==> src/hdl/prs_pkg.sv <==
package prs_pkg;

    // widths of the counter, stack and bus
    localparam int ADDR_W  = 21;
    localparam int PTR_W   = 5;
    localparam int DEPTH   = 31;
    localparam int BYTE_W  = 8;
    localparam int UPPER_W = 5;

    // register byte offsets on the bus
    localparam logic [7:0] OFS_COUNTER_LOW = 8'h00;
    localparam logic [7:0] OFS_HIGH_LATCH  = 8'h04;
    localparam logic [7:0] OFS_UPPER_LATCH = 8'h08;
    localparam logic [7:0] OFS_STACK_PTR   = 8'h0C;
    localparam logic [7:0] OFS_TOP_LOW     = 8'h10;
    localparam logic [7:0] OFS_TOP_HIGH    = 8'h14;
    localparam logic [7:0] OFS_TOP_UPPER   = 8'h18;
    localparam logic [7:0] OFS_STACK_CMD   = 8'h1C;

    // stack pointer register fields
    localparam int PTR_LSB     = 0;
    localparam int UNDERFLOW_B = 5;
    localparam int OVERFLOW_B  = 6;
    localparam int FULL_B      = 7;

    // stack command register fields (write one to act)
    localparam int CMD_PUSH_B = 0;
    localparam int CMD_POP_B  = 1;

    // reset values and fixed counts
    localparam logic [ADDR_W-1:0] COUNTER_RESET = 21'h000000;
    localparam logic [BYTE_W-1:0] LATCH_RESET   = 8'h00;
    localparam logic [PTR_W-1:0]  PTR_RESET     = 5'h00;
    localparam logic [PTR_W-1:0]  PTR_TOP       = 5'h1F;
    localparam logic [ADDR_W-1:0] WORD_STEP     = 21'h000002;

    // instruction flow operations from the decoder
    typedef enum logic [2:0] {
        PRS_OP_SEQ,
        PRS_OP_CALL,
        PRS_OP_RELATIVE_CALL,
        PRS_OP_JUMP,
        PRS_OP_IRQ_ACK,
        PRS_OP_RET,
        PRS_OP_EXIT_LITERAL,
        PRS_OP_EXIT_INTERRUPT
    } prs_op_e;

    typedef struct packed {
        logic              valid;
        prs_op_e           op;
        logic [ADDR_W-1:0] target;
    } prs_core_op_s;

    typedef struct packed {
        logic full;
        logic overflow;
        logic underflow;
    } prs_status_s;

endpackage

==> src/hdl/prs_return_stack.sv <==
`timescale 1ns/10ps
// What this block does
// RQ1: keeps a 21-bit instruction address counter as low, high and upper bytes.
// RQ2: low byte is software read/write; high byte changes only via its holding latch.
// RQ3: upper byte is not directly accessible; changes only via its holding latch.
// RQ4: writing the low byte also loads high and upper bytes from the latches.
// RQ5: reading the low byte copies high and upper bytes into the latches.
// RQ6: low byte bit zero is always zero, whatever is written.
// RQ7: sequential execution advances the counter by two.
// RQ8: calls, jumps and branches load the counter directly, latches not used.
// RQ9: stack is 31 entries of 21 bits indexed by a 5-bit pointer.
// RQ10: calls and interrupt acknowledge push; the three return kinds pop.
// RQ11: holding latches keep their values across calls and returns.
// RQ12: push increments the pointer first, then writes the return address.
// RQ13: a return pop loads the counter from the selected entry, then decrements; a software pop only decrements.
// RQ14: every reset clears the pointer; pointer zero has no entry behind it.
// RQ15: status bits report stack full, overflow and underflow.
// RQ16: software reads and writes the pointer and can push and pop.
// RQ17: only the selected entry is visible, as upper, high and low bytes.
// RQ18: software masks interrupts while touching the stack top or pointer.
// RQ19: stack storage lies outside program and data address space.
// RQ20: overflow and underflow stay set until software clears them or reset.
module prs_return_stack
    import prs_pkg::*;
(
    input  wire logic               pclk,
    input  wire logic               presetn,
    input  wire logic               psel,
    input  wire logic               penable,
    input  wire logic               pwrite,
    input  wire logic [7:0]         paddr,
    input  wire logic [31:0]        pwdata,
    output logic      [31:0]        prdata,
    output logic                    pready,
    output logic                    pslverr,
    input  wire prs_core_op_s       core_op,
    output logic      [ADDR_W-1:0]  instruction_address_counter,
    output prs_status_s             stack_status
);

    // storage lives only here, never mapped into program or data space
    logic [ADDR_W-1:0] stack_mem [1:DEPTH]; // RQ9 RQ19
    logic [PTR_W-1:0]  stack_pointer_reg;
    logic [BYTE_W-1:0] high_holding_latch;
    logic [UPPER_W-1:0] upper_holding_latch;
    logic              overflow_flag;
    logic              underflow_flag;

    logic              acc_done;
    logic              sw_wr;
    logic              sw_rd;
    logic              push_ev;
    logic              pop_ev;
    logic              push_ok;
    logic              pop_ok;
    logic              ovf_set;
    logic              unf_set;
    logic              ptr_wr;
    logic              core_push;
    logic              core_pop;
    logic [ADDR_W-1:0] push_value;
    logic [ADDR_W-1:0] stack_top;
    logic [ADDR_W-1:0] next_counter;
    logic [PTR_W-1:0]  next_ptr;
    logic [31:0]       next_rdata;
    logic              next_err;

    // true when the address is one of the mapped words
    function automatic logic is_mapped(input logic [7:0] a);
        is_mapped = (a == OFS_COUNTER_LOW) || (a == OFS_HIGH_LATCH)
                 || (a == OFS_UPPER_LATCH) || (a == OFS_STACK_PTR)
                 || (a == OFS_TOP_LOW)     || (a == OFS_TOP_HIGH)
                 || (a == OFS_TOP_UPPER)   || (a == OFS_STACK_CMD);
    endfunction

    // bus access completes on the edge where pready was already high
    assign acc_done = psel && penable && pready;
    // decoder wins a shared edge; a clashing bus side effect is dropped
    assign sw_wr = acc_done && pwrite && !core_op.valid;
    assign sw_rd = acc_done && !pwrite && !core_op.valid;

    assign core_push = core_op.valid && (core_op.op == PRS_OP_CALL
                    || core_op.op == PRS_OP_RELATIVE_CALL
                    || core_op.op == PRS_OP_IRQ_ACK); // RQ10
    assign core_pop = core_op.valid && (core_op.op == PRS_OP_RET
                   || core_op.op == PRS_OP_EXIT_LITERAL
                   || core_op.op == PRS_OP_EXIT_INTERRUPT); // RQ10

    // software push and pop through the command word
    assign push_ev = core_push || (sw_wr && paddr == OFS_STACK_CMD && pwdata[CMD_PUSH_B]); // RQ16
    assign pop_ev  = core_pop || (sw_wr && paddr == OFS_STACK_CMD && pwdata[CMD_POP_B]
                   && !pwdata[CMD_PUSH_B]);
    assign push_ok = push_ev && (stack_pointer_reg != PTR_TOP);
    assign pop_ok  = pop_ev && (stack_pointer_reg != PTR_RESET);
    assign ovf_set = push_ev && (stack_pointer_reg == PTR_TOP);
    assign unf_set = pop_ev && (stack_pointer_reg == PTR_RESET);
    assign ptr_wr  = sw_wr && paddr == OFS_STACK_PTR;

    // pointer zero has no entry and reads as zero
    assign stack_top = (stack_pointer_reg == PTR_RESET) ? COUNTER_RESET
                     : stack_mem[stack_pointer_reg]; // RQ14 RQ17

    // calls save the following instruction; interrupts save the current one
    always_comb begin
        if (core_op.valid && core_op.op != PRS_OP_IRQ_ACK && core_push) begin
            push_value = instruction_address_counter + WORD_STEP; // RQ12
        end else begin
            push_value = instruction_address_counter;
        end
    end

    // next counter value
    always_comb begin
        next_counter = instruction_address_counter;
        if (core_op.valid) begin
            unique case (core_op.op)
                PRS_OP_SEQ: begin
                    next_counter = instruction_address_counter + WORD_STEP; // RQ7
                end
                PRS_OP_CALL, PRS_OP_RELATIVE_CALL, PRS_OP_JUMP, PRS_OP_IRQ_ACK: begin
                    next_counter = {core_op.target[ADDR_W-1:1], 1'b0}; // RQ8
                end
                PRS_OP_RET, PRS_OP_EXIT_LITERAL, PRS_OP_EXIT_INTERRUPT: begin
                    // a software-rewritten top may be odd; keep the counter aligned
                    next_counter = {stack_top[ADDR_W-1:1], 1'b0}; // RQ13 RQ6
                end
            endcase
        end else if (sw_wr && paddr == OFS_COUNTER_LOW) begin
            next_counter = {upper_holding_latch, high_holding_latch,
                            pwdata[BYTE_W-1:1], 1'b0}; // RQ4 RQ6
        end
    end

    // next pointer: push and pop beat a direct pointer write
    always_comb begin
        next_ptr = stack_pointer_reg;
        if (push_ok) begin
            next_ptr = stack_pointer_reg + 5'h01; // RQ12
        end else if (pop_ok) begin
            next_ptr = stack_pointer_reg - 5'h01; // RQ13
        end else if (ptr_wr) begin
            next_ptr = pwdata[PTR_LSB +: PTR_W]; // RQ16
        end
    end

    // counter register, cleared by every reset
    always_ff @(posedge pclk or negedge presetn) begin
        if (!presetn) begin
            instruction_address_counter <= COUNTER_RESET;
        end else begin
            instruction_address_counter <= next_counter; // RQ1 RQ2 RQ3
        end
    end

    // pointer register
    always_ff @(posedge pclk or negedge presetn) begin
        if (!presetn) begin
            stack_pointer_reg <= PTR_RESET; // RQ14
        end else begin
            stack_pointer_reg <= next_ptr;
        end
    end

    // stack entries: push writes the entry above the old pointer
    generate
        for (genvar i = 1; i <= DEPTH; i++) begin : g_entry
            always_ff @(posedge pclk or negedge presetn) begin
                if (!presetn) begin
                    stack_mem[i] <= COUNTER_RESET;
                end else if (push_ok && (stack_pointer_reg + 5'h01) == PTR_W'(i)) begin
                    stack_mem[i] <= push_value; // RQ12
                end else if (sw_wr && stack_pointer_reg == PTR_W'(i)) begin
                    // only the selected entry can be rewritten
                    if (paddr == OFS_TOP_LOW) begin
                        stack_mem[i][7:0] <= pwdata[7:0]; // RQ17
                    end else if (paddr == OFS_TOP_HIGH) begin
                        stack_mem[i][15:8] <= pwdata[7:0]; // RQ17
                    end else if (paddr == OFS_TOP_UPPER) begin
                        stack_mem[i][ADDR_W-1:16] <= pwdata[UPPER_W-1:0]; // RQ17
                    end
                end
            end
        end
    endgenerate

    // holding latches: software writes, low byte read copies, calls ignore
    always_ff @(posedge pclk or negedge presetn) begin // RQ11
        if (!presetn) begin
            high_holding_latch  <= LATCH_RESET;
            upper_holding_latch <= UPPER_W'(LATCH_RESET);
        end else if (sw_rd && paddr == OFS_COUNTER_LOW) begin
            high_holding_latch  <= instruction_address_counter[15:8]; // RQ5
            upper_holding_latch <= instruction_address_counter[ADDR_W-1:16]; // RQ5
        end else if (sw_wr && paddr == OFS_HIGH_LATCH) begin
            high_holding_latch <= pwdata[BYTE_W-1:0];
        end else if (sw_wr && paddr == OFS_UPPER_LATCH) begin
            upper_holding_latch <= pwdata[UPPER_W-1:0];
        end
    end

    // sticky flags: a set in the clearing cycle survives
    always_ff @(posedge pclk or negedge presetn) begin
        if (!presetn) begin
            overflow_flag  <= 1'b0;
            underflow_flag <= 1'b0;
        end else begin
            overflow_flag  <= ovf_set || (overflow_flag
                              && !(ptr_wr && !pwdata[OVERFLOW_B])); // RQ15 RQ20
            underflow_flag <= unf_set || (underflow_flag
                              && !(ptr_wr && !pwdata[UNDERFLOW_B])); // RQ15 RQ20
        end
    end

    // status outputs mirror the flag flops, full from the next pointer
    always_ff @(posedge pclk or negedge presetn) begin
        if (!presetn) begin
            stack_status <= '0;
        end else begin
            stack_status.full      <= (next_ptr == PTR_TOP); // RQ15
            stack_status.overflow  <= ovf_set || (overflow_flag
                                      && !(ptr_wr && !pwdata[OVERFLOW_B]));
            stack_status.underflow <= unf_set || (underflow_flag
                                      && !(ptr_wr && !pwdata[UNDERFLOW_B]));
        end
    end

    // read mux; narrower registers sit in the low bits
    always_comb begin
        next_rdata = 32'h00000000;
        next_err   = !is_mapped(paddr);
        unique case (paddr)
            OFS_COUNTER_LOW: next_rdata[7:0] = instruction_address_counter[7:0]; // RQ2
            OFS_HIGH_LATCH:  next_rdata[7:0] = high_holding_latch;
            OFS_UPPER_LATCH: next_rdata[UPPER_W-1:0] = upper_holding_latch;
            OFS_STACK_PTR: begin
                next_rdata[PTR_LSB +: PTR_W] = stack_pointer_reg; // RQ16
                next_rdata[UNDERFLOW_B]      = underflow_flag;
                next_rdata[OVERFLOW_B]       = overflow_flag;
                next_rdata[FULL_B]           = (stack_pointer_reg == PTR_TOP);
            end
            OFS_TOP_LOW:   next_rdata[7:0] = stack_top[7:0]; // RQ17
            OFS_TOP_HIGH:  next_rdata[7:0] = stack_top[15:8];
            OFS_TOP_UPPER: next_rdata[UPPER_W-1:0] = stack_top[ADDR_W-1:16];
            default:       next_rdata = 32'h00000000;
        endcase
    end

    // one wait state keeps pready and prdata straight from flops
    always_ff @(posedge pclk or negedge presetn) begin
        if (!presetn) begin
            pready  <= 1'b0;
            prdata  <= 32'h00000000;
            pslverr <= 1'b0;
        end else if (psel && penable && !pready) begin
            pready  <= 1'b1;
            prdata  <= pwrite ? 32'h00000000 : next_rdata;
            pslverr <= next_err;
        end else begin
            pready  <= 1'b0;
            pslverr <= 1'b0;
        end
    end
endmodule // prs_return_stack

==> config.mk <==
export PLATFORM = sky130hd
export DESIGN_NAME = prs_return_stack
export DESIGN_NICKNAME = d
export VERILOG_FILES = /design/src/hdl/prs_pkg.sv /design/src/hdl/prs_return_stack.sv
export SDC_FILE = /design/constraint.sdc
export NUM_CORES = 2
export LEC_CHECK = 0
export BUFFER_PORTS_ARGS = -buffer_cell sky130_fd_sc_hd__buf_4
export CORE_ASPECT_RATIO = 1.4
export CORE_MARGIN = 8
export CORE_UTILIZATION = 45
export DETAILED_ROUTE_END_ITERATION = 8
export HOLD_SLACK_MARGIN = 0.05
export SYNTH_ARGS = -nofsm -noshare
export SYNTH_HDL_FRONTEND = slang
export SYNTH_SLANG_ARGS = --single-unit
==> constraint.sdc <==
create_clock -name pclk -period 9.5 [get_ports pclk]
set_clock_uncertainty 0.15 [all_clocks]
set_input_delay 0.475 -clock pclk [delete_from_list [all_inputs] [get_ports pclk]]
set_output_delay 0.475 -clock pclk [all_outputs]
set_load 0.01 [all_outputs]
* Word level (Yosys, flattened, before mapping) *
Index checks and enable logic that the tools add are counted.

word-level totals
  bits in registers = 727
  output and inout port bits = 58
  logic and storage cells = 679

operators by class
  add/subtract/negate cells = 3
  magnitude comparators = 1
  equal/unequal tests = 142
  mux-type cells = 88
  bitwise operators = 1
  reductions and logical operators = 341

operators with widths
  cell                                                 number
  two-way mux 21 bit                                   68
  nonzero test 2 bit                                   127
  equality test 5 bit, second input constant           33
  AND reduction 4 bit                                  31
  != test 2 x 1 -> 1 bit, second input constant        56
  binary-select mux 21 bit (select 5 bit)              1
  AND reduction 3 bit                                  31
  logical AND 1 bit                                    90
  equality test 5 x 4 -> 1 bit, second input constant  16
  AND reduction 2 bit                                  32
  one-hot mux 21 bit (3 select lines)                  1
  equality test 5 x 3 -> 1 bit, second input constant  8
  two-way mux 5 bit                                    8
  two-way mux 8 bit                                    5
  one-hot mux 5 bit (7 select lines)                   1
  equality test 8 x 5 -> 1 bit, second input constant  4
  adder 21 x 2 -> 21 bit, second input constant        1
  equality test 5 x 2 -> 1 bit, second input constant  4
  equality test 8 x 4 -> 1 bit, second input constant  2
  logical OR 1 bit                                     15
  one-hot mux 3 bit (5 select lines)                   1
  != test 2 bit, second input constant                 7
  two-way mux 13 bit                                   1
  equality test 3 bit, second input constant           4
  other kinds (18)                                     29

* Depth between registers and ports, before layout *
  word-level depth = 12
  depth in mapped cells = 15
  depth with buffers taken out = 8

* Worst setup path after synthesis *
OpenSTA, ideal clock, no wires.

  path type = flip-flop to flip-flop
  start = register stack_pointer_reg[3]
  end = register stack_mem[148] (netlist bit)
  arrival time = 3.147 ns
  slack = 6.124 ns
  stages on the path, launching flop included = 16
  buffers on the path = 9
  clock period less this slack = 3.376 ns
  path through = dfrtp_1 buf_2 buf_2 buf_2 clkbuf_1 buf_2 and3_1 ha_1 buf_1 a21oi_4 and2_1 buf_4 buf_6 nand3_1 buf_2 mux2i_1

on the way
  longest elaborated chain between the ends = 5
  elaborated cells between the ends (all ways) = 11
  those cells by class = add/sub (1); eq/ne (3); mux (1); reduce/logical (6)

ends and longest elaborated chain
  item                                                             line                                             text
  start: declaration                                               prs_return_stack.sv:43                           logic [PTR_W-1:0] stack_pointer_reg;
  start signal: assignment                                         prs_return_stack.sv:160                          stack_pointer_reg <= next_ptr;
  adder 5 x 1 -> 5 bit / != test 5 bit (equally long branches)     prs_return_stack.sv:170, prs_return_stack.sv:93
  equality test 5 bit / logical AND 1 bit (equally long branches)  prs_return_stack.sv:170, prs_return_stack.sv:93
  logical AND 1 bit                                                prs_return_stack.sv:170                          end else if (push_ok && (stack_pointer_reg + 5'h01) == PTR_W'(i)) begin
  nonzero test 2 bit (no line)                                     --
  AND reduction 2 bit (no line)                                    --
  end signal: indexed assignment                                   prs_return_stack.sv:171                          stack_mem[i] <= push_value;
  end signal: indexed assignment                                   prs_return_stack.sv:175                          stack_mem[i][7:0] <= pwdata[7:0];
  end signal: indexed assignment                                   prs_return_stack.sv:177                          stack_mem[i][15:8] <= pwdata[7:0];
  end: declaration                                                 prs_return_stack.sv:42                           logic [ADDR_W-1:0] stack_mem [1:DEPTH];

Several ways; a longest one is shown, not always the timed one.
A chain may end at the register's enable or synchronous reset.

* Final worst setup path *
  start = register stack_pointer_reg[0]
  end = register stack_mem[415] (netlist bit)

on the way
  longest elaborated chain between the ends = 5
  elaborated cells between the ends (all ways) = 13
  those cells by class = add/sub (1); eq/ne (5); mux (1); reduce/logical (6)

ends and longest elaborated chain
  item                                                                           line
  adder 5 x 1 -> 5 bit / != test 5 bit (equally long branches)                   prs_return_stack.sv:170, prs_return_stack.sv:93
  equality test 5 x 4 -> 1 bit / logical AND 1 bit (equally long branches)       prs_return_stack.sv:170, prs_return_stack.sv:93
  logical AND 1 bit                                                              prs_return_stack.sv:170
  != test 2 x 1 -> 1 bit (no line) / nonzero test 2 bit (equally long branches)  --
  AND reduction 4 bit (no line)                                                  --

Several ways; a longest one is shown, not always the timed one.

==> metrics.md <==
| Metric | Value |
|---|---|
| Status | `finished, final reports clean` |
| Highest routed layer | `met4` |
| Worst Path Required | `9.90 ns` |
| Slew @ Worst Pin | `1.25 ns` |
| Slew headroom | `roughly 16%` |
| Final period util | `between 50% and 60%` |
| EDFF count, synth | `0` |
| Post-route ant nets | `0` |
| GRT Total Usage | `26.0%` |
| Synth Warn # | `0` |
| Top reg by flops | `stack_mem` |
| Level count of the clock H-tree | `3` |
| Initial Utilization | `45.2%` |
| Ys async rst share | `100%` |
| # IOs | `128` |
| Rows | `133` |
| Largest net degree at the start of global routing | `roughly 170` |
| Multi-input logic area | `22700 um2` |
| Core footprint | `93400 um2` |
| Leakage | `27.0 nW` |
| Ant diodes | `0` |
| Via density | `6.23` |
| GRT Residual Overflow | `0` |
| First-pass GRT wire length | `204000 um` |
| Clk_lat worst skew | `0.66 ns` |
| Global placement routability congestion | `roughly 0.88` |
| Worst setup SP type | `flip-flop` |
| Via count | `29200` |
| CP endpoint kind | `flip-flop` |
| Slew Limit Fails | `0` |
| Final hold slack | `0.118 ns` |
| Post-synth cell types | `85` |
| Sequential Area | `17600 um2` |
| DRC | `0` |
| Prevailing post-synth register cell | `dfrtp_1` |
| Syn Area/Cell | `11.9 um2` |
| Fmax | `187 MHz` |
| Max-cap violation count | `0` |
| HPWL Detailed | `86100 um` |
| Post-synth top area share | `41.7%` |
| Fraction of layout cells with a size suffix above 1 | `15.9%` |
| Initial antenna violation count | `0` |
| Register area share after synthesis | `41.7%` |
| Crit path time final | `about 5.3 ns` |
| Unrepaired setup endpoints after global routing | `false` |
| Kind of critical path | `flip-flop to flip-flop` |
| Iteration-0 DRC Markers | `approximately 2400` |
| Post-Syn Area | `around 42000 um2` |
| Largest cells by area after synthesis | `dfrtp_1, mux2i_1, mux4_2` |
| Final hold vios | `0` |
| Fin area | `45800 um2` |
| WL met2 | `~66000 um` |
| # fillers | `8404` |
| Power per Cell Area | `between 200 and 300 nW/um2` |
| Final #Nets | `3505` |
| Wire length on met1 | `56000 um` |
| Worst min path class | `input pin to flip-flop` |
| Leading area contributor after synthesis | `dfrtp_1` |
| DRT Wirelength | `between 100000 and 150000 um` |
| CTS tree | `done` |
| Fin Setup TNS | `0 ns` |
| Die area | `104000 um2` |
| TritonRoute pass-1 iters | `7` |
| Syn Inst Count | `3547` |
| Post-DR wirelength/cell | `29.0 um` |
| Clock-pin slew on the worst setup and hold paths | `about 0.060 ns` |
| DP Area | `43200 um2` |
| Setup bufs post-CTS | `0` |
| Die width | `275 um` |
| Synth Register Bits | `702` |
| Area grow syn2layout | `8.59%` |
| Clock Sinks | `702` |
| Number of global-route vias before repair | `29600` |
| WL met3 | `7010 um` |
| CP Data Arrival Time | `5.74 ns` |
| Die Y | `~380 um` |
| Largest regs | `stack_mem x651, instruction_address_counter x20` |
| CTS Buf Count | `72` |
| Root Driver | `clkbuf_16` |
| Crit-path max FO | `43` |
| CTS Buffer Depth | `3` |
| Max reg flops | `651` |
| IO Port Bufs | `77` |
| Setup violators final | `0` |
| Maximum vdd drop | `between 0.15 and 0.2 mV` |
## path summary, 6_finish.rpt
check                                     startpoint                         endpoint  slack (ns)  depth (start not counted)
worst max-delay path            stack_pointer_reg[0]                   stack_mem[415]        4.16                         10
worst min-delay path                     core_op[24]  instruction_address_counter[12]        0.12                          2
worst max register to register  stack_pointer_reg[0]                   stack_mem[415]        4.16                         10
worst min register to register             prdata[7]                        prdata[7]        0.39                          2
max in group asynchronous                    presetn             stack_pointer_reg[2]        6.67                          4
min in group asynchronous                    presetn                    stack_mem[96]        0.27                          2
## cell usage in the layout, fill, tap and decap left out, types with 10 or more instances in the layout
cell              n
a22o_1           17
dfrtp_1         699
nor3_1           11
nand4_1          16
clkinv_2         10
nand3_2          30
a22oi_1          65
nor2b_1          10
a221o_1          10
a211oi_1         18
a31oi_1          39
xor2_1           16
mux2i_1        1280
nor2_1          158
o21ai_0          51
clkbuf_8         16
xnor2_2          12
mux2_2           15
conb_1           25
nand3_1          58
nand4_2          12
nand2_1         100
o21ai_1          13
o211ai_1         12
and2_1           13
a21oi_1         155
nand3_4          54
xnor2_1          16
clkbuf_16        78
mux4_2          109
and3_1           10
dlygate4sd3_1    19
buf_4           161
clkbuf_1         17
## per-stage QoR
stage / cells / setup WS [ns] / power [mW] / util (%)
6_report: 4695 / 4.16 / 12.5 / 49.0
2_1_floorplan: 3571 / 6.12 / 7.91 / -
5_1_grt: 4695 / 3.99 / 13.1 / 49.0
3_5_place_dp: 4548 / 4.24 / 9.54 / 46.2
3_3_place_gp: 4548 / 4.28 / 9.44 / 46.2
4_1_cts: 4695 / 4.23 / 12.6 / 49.0
## cell type report
type	instances	area share [%]
Clock buffer	111	4.88
Clock inverter	17	0.440
Inverter	8	0.0656
Multi-Input combinational cell	2457	49.6
Sequential cell	702	38.4
Tap cell	1215	3.32
Timing Repair Buffer	185	3.26
## Yosys cell counts, types with 54 or more instances
| cell type | count |
|---|---|
| mux4_2 | 109 |
| buf_4 | 76 |
| nand3_1 | 66 |
| nor2_1 | 159 |
| clkbuf_1 | 187 |
| a22oi_1 | 65 |
| nand3_4 | 54 |
| mux2i_1 | 1281 |
| a21oi_1 | 155 |
| dfrtp_1 | 702 |
| nand2_1 | 100 |
| buf_2 | 95 |
## worst max-delay path, stage by stage (launching register included)
cell and delay, ns:
dfrtp_4 0.96, buf_4 0.79, ha_1 0.47, and3_1 0.23, ha_1 0.71, a21oi_4 0.13
and2_1 0.19, buf_4 0.24, nand3_1 0.68, buf_4 0.42, mux2i_1 0.24
## cells by family after synthesis
family / share of synthesized area [%]
flops: 41.7
other cells: 0.00890
xor+xnor: 1.09
buf+inv: 5.28
simple gates: 8.15
compound gates: 6.66
fa+ha+maj: 0.267
mux: 36.9
## what timing repair did
action	CTS	global route
endpoints found under the setup margin	0	0
hold buffers	19	0
gates resized for setup	0	0
endpoints found under the hold margin	85	0
## where the power goes
part           internal (mW)  leakage, nW  switching (mW)
logic                   1.95         16.4            2.87
clock network           1.73         1.20            1.27
registers               4.00         9.44           0.718
total                   7.69         27.0            4.86
## per-layer routing
layer | track usage [%] | vias up
li1 | - | 12800
met1 | 33.0 | 15100
met2 | 43.0 | 1002
met3 | 3.46 | 323
met4 | 14.2 | 0
met5 | 0 | -
No activity file was read; power rests on OpenSTA's default activity.
